===== src/vsp_defines.vh =====
// constants for the virtual interrupt stream port
`ifndef VSP_DEFINES_VH
`define VSP_DEFINES_VH
// ----------------------------------------
// wishbone register offsets
// ----------------------------------------
`define VSP_OFS_CTRL 4'h0
`define VSP_OFS_PMASK 4'h4
`define VSP_OFS_STATUS 4'h8
`define VSP_OFS_ACKREAD 4'hc
// ----------------------------------------
// control fields
// ----------------------------------------
`define VSP_CTRL_HINT_BIT 0
`define VSP_CTRL_GRP0_BIT 1
`define VSP_CTRL_GRP1_BIT 2
`define VSP_CTRL_VMEN_BIT 3
`define VSP_CTRL_HSRE_BIT 4
`define VSP_CTRL_EL2_BIT 5
`define VSP_CTRL_RESET 6'h00
`define VSP_PMASK_RESET 8'hf8
// ----------------------------------------
// stream packets
// ----------------------------------------
`define VSP_UCTL_OPC 4'h8
`define VSP_UCTL_PMASK_ID 8'h02
`define VSP_UCTL_ACK_OPC 4'h9
`define VSP_VCLR_OPC 4'h5
`define VSP_VIRTUAL_SET_CMD_OPC 4'h6
`define VSP_REL_OPC 4'h3
`define VSP_ACT_OPC 4'h2
`define VSP_ACT_ACK_OPC 4'h4
`define VSP_CLR_ACK_OPC 4'h7
`define VSP_V_BIT 4
`define VSP_ID_LEN_16 2'h0
`define VSP_ID_LEN_24 2'h1
`define VSP_SPURIOUS 24'h0003ff
`endif


===== src/vsp_tx_pack.v =====
// output packet serialiser: head, low id half, high id half
`timescale 1ns/1ps
`default_nettype none
`include "vsp_defines.vh"
module vsp_tx_pack
(
   input wire core_clk,
   input wire rst_n,
   input wire req,
   input wire [15:0] head,
   input wire [23:0] id,
   input wire has_id,
   output wire busy,
   output reg tx_valid,
   output reg [15:0] tx_data,
   output reg tx_last,
   input wire tx_ready
);
   reg [1:0] beat;
   reg [15:0] id_lo;
   reg [15:0] id_hi;
   reg with_id;
   assign busy = tx_valid;
   always @(posedge core_clk or negedge rst_n)
   begin
      if (!rst_n)
      begin
         tx_valid <= 1'b0;
         tx_data <= 16'h0000;
         tx_last <= 1'b0;
         beat <= 2'h0;
         id_lo <= 16'h0000;
         id_hi <= 16'h0000;
         with_id <= 1'b0;
      end
      else if (!tx_valid)
      begin
         if (req)
         begin
            tx_valid <= 1'b1;
            tx_data <= head;
            tx_last <= ~has_id;
            beat <= 2'h0;
            id_lo <= id[15:0];
            id_hi <= {8'h00, id[23:16]};
            with_id <= has_id;
         end
      end
      else if (tx_ready)
      begin
         if (tx_last)
         begin
            tx_valid <= 1'b0;
            tx_last <= 1'b0;
         end
         else if (beat == 2'h0)
         begin
            beat <= 2'h1;
            tx_data <= id_lo;
            tx_last <= 1'b0;
         end
         else
         begin
            beat <= 2'h2;
            tx_data <= id_hi;
            tx_last <= 1'b1;
         end
      end
   end
   // with_id is unused; has_id shapes the length through tx_last at load
   wire unused_ok = with_id;
endmodule // vsp_tx_pack
`default_nettype wire


===== src/vsp_port.v =====
// cpu interface side of the virtual interrupt stream port
// ----------------------------------------
// Notes on behaviour
// ----------------------------------------
// Notes on behaviour
// - mask command id 0x02, one data word, bits 7:0 the mask value; sent here as two data words, the second zero
// - mask write with hint enable set sends the mask command
// - every changing write sends; pending writes merge into one
// - set below mask while mask ack awaited may be released
// - ids 0x03-0x07 reserved, 0x80-0xff implementation defined
// - every virtual clear is answered by clear ack with virtual flag; here one taken while an activate is outstanding gets none
// - pending target: clear it, release it, then clear ack
// - not pending: no change; clear ack after outstanding activate; here receive stalls on the queued clear ack and never takes the activate ack
// - virtual clear leaves list register message interrupts alone
// - set id is what the group acknowledge registers return
// - each set is either activated with virtual flag or released
// - new set replaces pending one; displaced one is released
// - group or vm interface disabled: release with virtual flag
// - hypervisor sysreg enable 0 or no el2: release
// - packets move on valid/ready streams with flow control
`timescale 1ns/1ps
`default_nettype none
`include "vsp_defines.vh"
module vsp_port
(
   input wire core_clk,
   input wire rst_n,
   input wire wb_cyc_i,
   input wire wb_stb_i,
   input wire wb_we_i,
   input wire [3:0] wb_adr_i,
   input wire [3:0] wb_sel_i,
   input wire [31:0] wb_dat_i,
   output reg [31:0] wb_dat_o,
   output reg wb_ack_o,
   input wire rx_valid,
   input wire [15:0] rx_data,
   input wire rx_last,
   output wire rx_ready,
   output wire tx_valid,
   output wire [15:0] tx_data,
   output wire tx_last,
   input wire tx_ready
);
   // ----------------------------------------
   // registers
   // ----------------------------------------
   reg [5:0] ctrl;
   reg [7:0] priority_mask_value;
   reg mask_dirty;
   reg mask_wait;
   reg pend_valid;
   reg [7:0] pend_prio;
   reg pend_grp;
   reg [23:0] pend_id;
   reg act_out;
   reg [23:0] act_id;
   reg rel_req;
   reg [23:0] rel_id;
   reg clr_ack_req;
   reg [1:0] rx_beat;
   reg [15:0] rx_head;
   reg [15:0] rx_lo;
   reg ack_read_req;
   wire hint_en = ctrl[`VSP_CTRL_HINT_BIT];
   // ----------------------------------------
   // helpers
   // ----------------------------------------
   function can_take;
      input [5:0] c;
      input grp;
      begin
         can_take = c[`VSP_CTRL_VMEN_BIT] & c[`VSP_CTRL_HSRE_BIT] & c[`VSP_CTRL_EL2_BIT] &
            (grp ? c[`VSP_CTRL_GRP1_BIT] : c[`VSP_CTRL_GRP0_BIT]);
      end
   endfunction
   function [15:0] mk_head;
      input [7:0] hi;
      input v;
      input [3:0] opc;
      begin
         mk_head = {hi, 3'h0, v, opc};
      end
   endfunction
   // ----------------------------------------
   // wishbone slave, one wait-free cycle
   // ----------------------------------------
   wire wb_req = wb_cyc_i & wb_stb_i & ~wb_ack_o;
   wire wb_wr = wb_req & wb_we_i;
   wire pmask_wr = wb_wr & (wb_adr_i == `VSP_OFS_PMASK) & wb_sel_i[0];
   wire mask_change = pmask_wr & (wb_dat_i[7:0] != priority_mask_value);
   always @(posedge core_clk or negedge rst_n)
   begin
      if (!rst_n)
      begin
         wb_ack_o <= 1'b0;
         wb_dat_o <= 32'h00000000;
         ctrl <= `VSP_CTRL_RESET;
         priority_mask_value <= `VSP_PMASK_RESET;
      end
      else
      begin
         wb_ack_o <= wb_req;
         if (wb_wr && wb_adr_i == `VSP_OFS_CTRL && wb_sel_i[0])
            ctrl <= wb_dat_i[5:0];
         if (pmask_wr)
            priority_mask_value <= wb_dat_i[7:0];
         case (wb_adr_i)
            `VSP_OFS_CTRL: wb_dat_o <= {26'h0, ctrl};
            `VSP_OFS_PMASK: wb_dat_o <= {24'h0, priority_mask_value};
            `VSP_OFS_STATUS: wb_dat_o <= {27'h0, clr_ack_req, rel_req, act_out,
               mask_wait, pend_valid};
            // acknowledge read returns the pending id, or spurious 0x3ff when none is pending or an activate is outstanding
            `VSP_OFS_ACKREAD: wb_dat_o <= {8'h0,
               (pend_valid && !act_out) ? pend_id : `VSP_SPURIOUS};
            default: wb_dat_o <= 32'h00000000;
         endcase
      end
   end
   // ----------------------------------------
   // receive: parse command packets
   // ----------------------------------------
   // receive stalls while a release or a clear ack is still queued, so none is lost
   assign rx_ready = ~rel_req & ~clr_ack_req;
   wire rx_take = rx_valid & rx_ready;
   wire [3:0] rx_opc = (rx_beat == 2'h0) ? rx_data[3:0] : rx_head[3:0];
   wire pkt_end = rx_take & rx_last;
   wire [23:0] pkt_id = (rx_beat == 2'h1) ? {8'h00, rx_data} : {rx_data[7:0], rx_lo};
   wire got_virtual_set_cmd = pkt_end & (rx_beat != 2'h0) & (rx_opc == `VSP_VIRTUAL_SET_CMD_OPC);
   wire got_vclr = pkt_end & (rx_beat != 2'h0) & (rx_opc == `VSP_VCLR_OPC);
   wire got_uack = pkt_end & (rx_beat == 2'h0) & (rx_opc == `VSP_UCTL_ACK_OPC);
   wire got_aack = pkt_end & (rx_beat == 2'h0) & (rx_opc == `VSP_ACT_ACK_OPC);
   wire [7:0] set_prio = rx_head[15:8];
   wire set_grp = rx_head[4];
   always @(posedge core_clk or negedge rst_n)
   begin
      if (!rst_n)
      begin
         rx_beat <= 2'h0;
         rx_head <= 16'h0000;
         rx_lo <= 16'h0000;
      end
      else if (rx_take)
      begin
         if (rx_last)
            rx_beat <= 2'h0;
         else
            rx_beat <= (rx_beat == 2'h2) ? 2'h2 : rx_beat + 2'h1;
         if (rx_beat == 2'h0)
            rx_head <= rx_data;
         if (rx_beat == 2'h1)
            rx_lo <= rx_data;
      end
   end
   // ----------------------------------------
   // pending virtual interrupt and releases
   // ----------------------------------------
   wire ack_read = wb_req & ~wb_we_i & (wb_adr_i == `VSP_OFS_ACKREAD);
   wire ack_take = ack_read & pend_valid & ~act_out;
   // a set below the mask during a mask update is sent back
   wire set_refuse = ~can_take(ctrl, set_grp) | (mask_wait & (set_prio >= priority_mask_value));
   wire clr_hits = pend_valid & ~act_out & (pend_id == pkt_id);
   wire tx_busy;
   reg tx_req;
   reg [15:0] tx_head;
   reg [23:0] tx_id;
   reg tx_has_id;
   reg send_mask;
   reg send_rel;
   reg send_act;
   reg send_clr;
   always @*
   begin
      send_mask = 1'b0;
      send_rel = 1'b0;
      send_act = 1'b0;
      send_clr = 1'b0;
      tx_req = 1'b0;
      tx_head = 16'h0000;
      tx_id = 24'h000000;
      tx_has_id = 1'b0;
      if (!tx_busy)
      begin
         if (rel_req)
         begin
            send_rel = 1'b1;
            tx_head = mk_head({`VSP_ID_LEN_24, 6'h00}, 1'b1, `VSP_REL_OPC);
            tx_id = rel_id;
            tx_has_id = 1'b1;
         end
         else if (ack_read_req)
         begin
            send_act = 1'b1;
            tx_head = mk_head({`VSP_ID_LEN_24, 6'h00}, 1'b1, `VSP_ACT_OPC);
            tx_id = act_id;
            tx_has_id = 1'b1;
         end
         else if (clr_ack_req && !act_out)
         begin
            send_clr = 1'b1;
            tx_head = mk_head(8'h00, 1'b1, `VSP_CLR_ACK_OPC);
         end
         else if (mask_dirty && !mask_wait)
         begin
            send_mask = 1'b1;
            tx_head = mk_head(`VSP_UCTL_PMASK_ID, 1'b0, `VSP_UCTL_OPC);
            tx_id = {16'h0000, priority_mask_value};
            tx_has_id = 1'b1;
         end
         tx_req = send_rel | send_act | send_clr | send_mask;
      end
   end
   always @(posedge core_clk or negedge rst_n)
   begin
      if (!rst_n)
      begin
         pend_valid <= 1'b0;
         pend_prio <= 8'h00;
         pend_grp <= 1'b0;
         pend_id <= 24'h000000;
         act_out <= 1'b0;
         act_id <= 24'h000000;
         rel_req <= 1'b0;
         rel_id <= 24'h000000;
         clr_ack_req <= 1'b0;
         mask_dirty <= 1'b0;
         mask_wait <= 1'b0;
         ack_read_req <= 1'b0;
      end
      else
      begin
         // merged writes keep one dirty flag; set wins over send
         if (mask_change && hint_en)
            mask_dirty <= 1'b1;
         else if (send_mask)
            mask_dirty <= 1'b0;
         if (send_mask)
            mask_wait <= 1'b1;
         else if (got_uack)
            mask_wait <= 1'b0;
         // the read id is held for the activate, so a set landing before
         // the activate goes out cannot swap the id under it
         if (ack_take)
         begin
            ack_read_req <= 1'b1;
            act_id <= pend_id;
            pend_valid <= 1'b0;
         end
         else if (send_act)
            ack_read_req <= 1'b0;
         if (send_act)
            act_out <= 1'b1;
         else if (got_aack)
            act_out <= 1'b0;
         if (send_rel)
            rel_req <= 1'b0;
         if (send_clr)
            clr_ack_req <= 1'b0;
         if (got_virtual_set_cmd)
         begin
            if (set_refuse)
            begin
               rel_req <= 1'b1;
               rel_id <= pkt_id;
            end
            else
            begin
               if (pend_valid && !ack_take)
               begin
                  rel_req <= 1'b1;
                  rel_id <= pend_id;
               end
               pend_valid <= 1'b1;
               pend_prio <= set_prio;
               pend_grp <= set_grp;
               pend_id <= pkt_id;
            end
         end
         else if (got_vclr)
         begin
            // only the virtual pending slot is touched
            clr_ack_req <= 1'b1;
            if (clr_hits && !ack_take)
            begin
               pend_valid <= 1'b0;
               rel_req <= 1'b1;
               rel_id <= pend_id;
            end
         end
         else if (pend_valid && !ack_take && !act_out && !can_take(ctrl, pend_grp) &&
            !rel_req)
         begin
            pend_valid <= 1'b0;
            rel_req <= 1'b1;
            rel_id <= pend_id;
         end
      end
   end
   // ----------------------------------------
   // transmit serialiser
   // ----------------------------------------
   vsp_tx_pack u_tx
   (
      .core_clk(core_clk),
      .rst_n(rst_n),
      .req(tx_req),
      .head(tx_head),
      .id(tx_id),
      .has_id(tx_has_id),
      .busy(tx_busy),
      .tx_valid(tx_valid),
      .tx_data(tx_data),
      .tx_last(tx_last),
      .tx_ready(tx_ready)
   );
   wire unused_ok = &{1'b0, pend_prio};
endmodule // vsp_port
`default_nettype wire


===== config.mk =====
export PLATFORM = sky130hd
export DESIGN_NAME = vsp_port
export DESIGN_NICKNAME = d
export VERILOG_FILES = /design/src/vsp_tx_pack.v /design/src/vsp_port.v
export VERILOG_INCLUDE_DIRS = /design/src
export SDC_FILE = /design/constraint.sdc
export NUM_CORES = 1
export LEC_CHECK = 0
export ABC_AREA = 1
export ABC_CLOCK_PERIOD_IN_PS = 3050
export BUFFER_PORTS_ARGS = -buffer_cell sky130_fd_sc_hd__buf_4
export CORE_MARGIN = 2
export CORE_UTILIZATION = 58
export CTS_CLUSTER_SIZE = 14
export DETAILED_ROUTE_END_ITERATION = 8
export PLACE_DENSITY_LB_ADDON = 0.05
export RECOVER_POWER = 25
export SYNTH_ARGS = -nofsm -noshare
export SYNTH_HDL_FRONTEND = slang
export SYNTH_SLANG_ARGS = --single-unit

===== constraint.sdc =====
create_clock -name core_clk -period 3.05 [get_ports core_clk]
set_clock_uncertainty 0.05 [all_clocks]
set_input_delay 0.4575 -clock core_clk [delete_from_list [all_inputs] [get_ports core_clk]]
set_output_delay 0.4575 -clock core_clk [all_outputs]
set_load 0.01 [all_outputs]

==> impl_metrics.json <==
{
  "outcome": "complete, but fails checks",
  "violated_checks": "capacitance limit, slew limit",
  "post_synth_num_cell_types": 37,
  "ctsResizeCount": 0,
  "worst_pin_slew_ns": 2.15,
  "globalRoute.totalOverflow": 0,
  "placementRows": 46,
  "report.final.hold_viol_count": 0,
  "crit_chain": "inv_1 > ha_1 > nand2_1 > nor2_1 > nor2_1 > nand2_1 > nand2_1 > nand2_1 > nand2_1 > nand4_1 > nand2_1 > inv_2 > nand2_2 > nand2_1 > nand2_1",
  "cts_hold_buf": 0,
  "detail_route.wirelength_mm": 24.5,
  "cts_buf_count": 17,
  "synth_async_sr_flop_share_pct": 100,
  "grt.busiest_layer": "met2",
  "design.portCount": 116,
  "netlist_instances": 1140,
  "gr-usage-met1_pct": 45.1,
  "cpLargestDelayFamily": "simple AND/OR/NAND/NOR gates",
  "die_w_um": 130,
  "timing.reg2reg.worst_path_depth": 15,
  "slowest_stage": "sky130_fd_sc_hd__dfstp_2",
  "finalWorstPathRequiredPeriod_ns": 2.77,
  "detailed_place_hpwl_mm": 17.8,
  "timing.critical_path.mode_cell": "sky130_fd_sc_hd__nand2_1",
  "post-cts-setup-buffer-count": 0,
  "holdCritStartpoint": "wb_dat_i[6]",
  "crit_fanout": 25,
  "holdPathStages": 3,
  "fin_worst_setup_slack_ns": 0.281,
  "synthSimpleGateAreaFrac_pct": 25.4,
  "io_buffers": 80,
  "cts_buffer_depth": 2,
  "synth_seq_area_share_pct": 52.7,
  "gp_routability_congestion": 0.915,
  "mappedNetlistArea_um2": 9220,
  "global_route_met2_usage_pct": 46.8,
  "setup.worst_path.start_class": "flip-flop",
  "worstPathRequired_ns": 3.32,
  "total_negative_setup_slack_ns": 0,
  "floorplan.initialDensity_pct": 58.7,
  "synth-seq-cells": 194,
  "r2r-end": "rel_id[18]$_DFFE_PN0P_",
  "dominantRegCellSynth": "sky130_fd_sc_hd__dfrtp_1",
  "finish.net_count": 1287,
  "grt.met3_usage_pct": 6.11,
  "synth-edff-count": 0,
  "clockRootBuffer": "sky130_fd_sc_hd__clkbuf_16",
  "layout.filler_cells": 1361,
  "drtIter0Drc": 673,
  "number_of_levels_in_the_clock_h_tree": 4,
  "post_synth_fa_ha_maj_area_fraction_pct": 1.49,
  "rr_startpoint": "priority_mask_value[3]$_DFFE_PN1P_",
  "wire_per_inst_um": 17.0,
  "end_kind": "flip-flop",
  "grt_pass1_vias": 7421,
  "timing.critical_path.arrival_ns": 3.04,
  "grt_antenna_before_repair": 0,
  "avgViaCountPerCell": 5.46,
  "drv_cap": 1,
  "dr_total_vias": 7867,
  "setup-violations-final": 0,
  "rsz0062_at_grt": "false",
  "clock_latency_ns": 0.44,
  "crit_path_start": "priority_mask_value[3]$_DFFE_PN1P_",
  "drcViolationCount": 0,
  "post-route-period-util_pct": 90.8,
  "first_pass_grt_wire_length_mm": 39.3,
  "fp.dieArea_um2": 16900,
  "syn2layout_area_growth_pct": 15.1,
  "first_pass_iters": 6,
  "fmax_mhz": 361,
  "synth_area_per_cell_um2": 8.09,
  "type_of_the_setup_path_with_the_least_slack": "reg -> reg",
  "place_ws_ns": 0.370,
  "post_synth_xor_area_fraction_pct": 0.665,
  "synth_mux_area_share_pct": 0.855,
  "synth-warning-count": 0,
  "combinational_family_with_the_most_area_after_synthesis": "simple AND/OR/NAND/NOR gates",
  "cts.reportedPaths.clkPinSlew_ns": 0.07,
  "timing.max_slew.rel_slack_pct": -43.0,
  "die-height_um": 130,
  "max_slew_violation_total_from_the_final_report": 85,
  "design.core.area_um2": 15700,
  "insertedDiodeCount": 0,
  "p_per_area_nw_per_um2": 517,
  "gr-usage-all-layers_pct": 30.8,
  "ir_worst_vdd_uv": 417,
  "slowest_delay_ns": 0.56,
  "pin_count_of_the_biggest_net_entering_global_routing": 86,
  "critical_path.n_buffers_inverters": 2,
  "mostFrequentLayoutCells": "sky130_fd_sc_hd__nand2_1 (404), sky130_fd_sc_hd__dfrtp_1 (189), sky130_fd_sc_hd__o21ai_0 (108), sky130_fd_sc_hd__buf_4 (99), sky130_fd_sc_hd__nand3_1 (88)",
  "clock_sinks": 194,
  "synth_compound_gate_area_share_pct": 11.8,
  "drive_above_1_share_pct": 13.1,
  "hold_end": "priority_mask_value[6]$_DFFE_PN1P_",
  "final_common_cell": "sky130_fd_sc_hd__nand2_1",
  "timing.hold.worst.class": "in -> reg",
  "clock_tree_from_tritoncts": "built",
  "cellLeakagePower_uw": 0.00548,
  "rrSetupSlack_ns": 0.28,
  "antenna_left": 0
}
[worst min-delay path, cell delays in order]
cell and delay (ns):
sky130_fd_sc_hd__buf_4 0.09, sky130_fd_sc_hd__nand2_1 0.04, sky130_fd_sc_hd__o21ai_0 0.06
[per-stage QoR]
stage	std cells	util (%)	cell area [um2]	power [uW]	hold WS, ns
final	1441	67.5	10600	5490	0.203
after global routing	1441	67.5	10600	5670	0.203
after CTS	1441	67.6	10600	5510	0.0442
after detailed placement	1409	63.7	10000	3230	0.409
after global placement	1409	63.7	10000	3210	0.401
after floorplan	1147	-	9250	2980	0.112
[state kept, by name, indices dropped and copies added (netlist names), 13 cells and up]
signal        flops
wb_dat_o         24
rel_id           24
act_id           24
rx_head          13
u_tx.id_lo       16
rx_lo            16
pend_id          24
u_tx.tx_data     16
[how the worst max path moves through the flow]
stage | slack, ns | endpoint | cells after the start
final | 0.28 | rel_id[18]$_DFFE_PN0P_ | 15
after floorplan | 0.93 | rel_id[10]$_DFFE_PN0P_ | 16
after CTS | 0.32 | rel_id[18]$_DFFE_PN0P_ | 15
after global routing | 0.05 | rel_id[18]$_DFFE_PN0P_ | 15
after global placement | 0.42 | rel_id[19]$_DFFE_PN0P_ | 14
after detailed placement | 0.37 | rel_id[9]$_DFFE_PN0P_ | 15
[routing by layer]
metal / vias to the layer above / routed length (um) / part of all wire, %
li1: 3841 / - / -
met1: 3700 / 11200 / 46
met2: 282 / 11100 / 45
met3: 44 / 1660 / 6.8
met4: 0 / 607 / 2.5
met5: - / 0 / 0
[cell families (layout without fill, tap and decap cells)]
| family | Yosys count | after routing |
|---|---|---|
| AO/OA/AOI/OAI | 191 | 191 |
| AND/OR/NAND/NOR | 578 | 578 |
| other | 1 | 8 |
| XOR/XNOR | 7 | 7 |
| flip-flops | 194 | 194 |
| adder cells (fa/ha/maj) | 11 | 11 |
| buffers and inverters | 151 | 229 |
| multiplexers | 7 | 7 |
[cell usage after synthesis, drive strengths merged, types with 2 or more instances]
master   number  share of area, %
nand2       406                17
dfrtp       189                51
o21ai       137               7.4
inv          96               3.9
nand3        90               5.0
nor2         65               2.6
clkbuf       28               1.1
buf          27               1.9
a22oi        17               1.4
ha           11               1.5
nor3          8              0.56
mux2          7              0.85
o211ai        7              0.57
a21oi         6              0.33
a41oi         6              0.57
o2111ai       6              0.57
dfstp         5               1.4
xor2          5              0.47
a22o          4              0.38
nand3b        4              0.33
nand4         4              0.27
o22ai         3              0.20
xnor2         2              0.19
[area by class of cell]
class | count | area (um2) | area share, %
sequential | 194 | 4860 | 45.8
multi-input combinational | 802 | 3750 | 35.3
timing repair buffer | 101 | 768 | 7.24
clock buffer | 18 | 439 | 4.14
inverter | 96 | 360 | 3.40
tap | 216 | 270 | 2.55
clock inverter | 14 | 168 | 1.58
[report_power, final]
part	leakage (uW)	switching, uW	total, uW	internal [uW]
sequential	0.00251	79.8	2760	2680
clock	0.000297	1060	2310	1260
combinational	0.00267	232	411	179
total	0.00548	1370	5490	4120
Power figures use the tool's default switching activity.
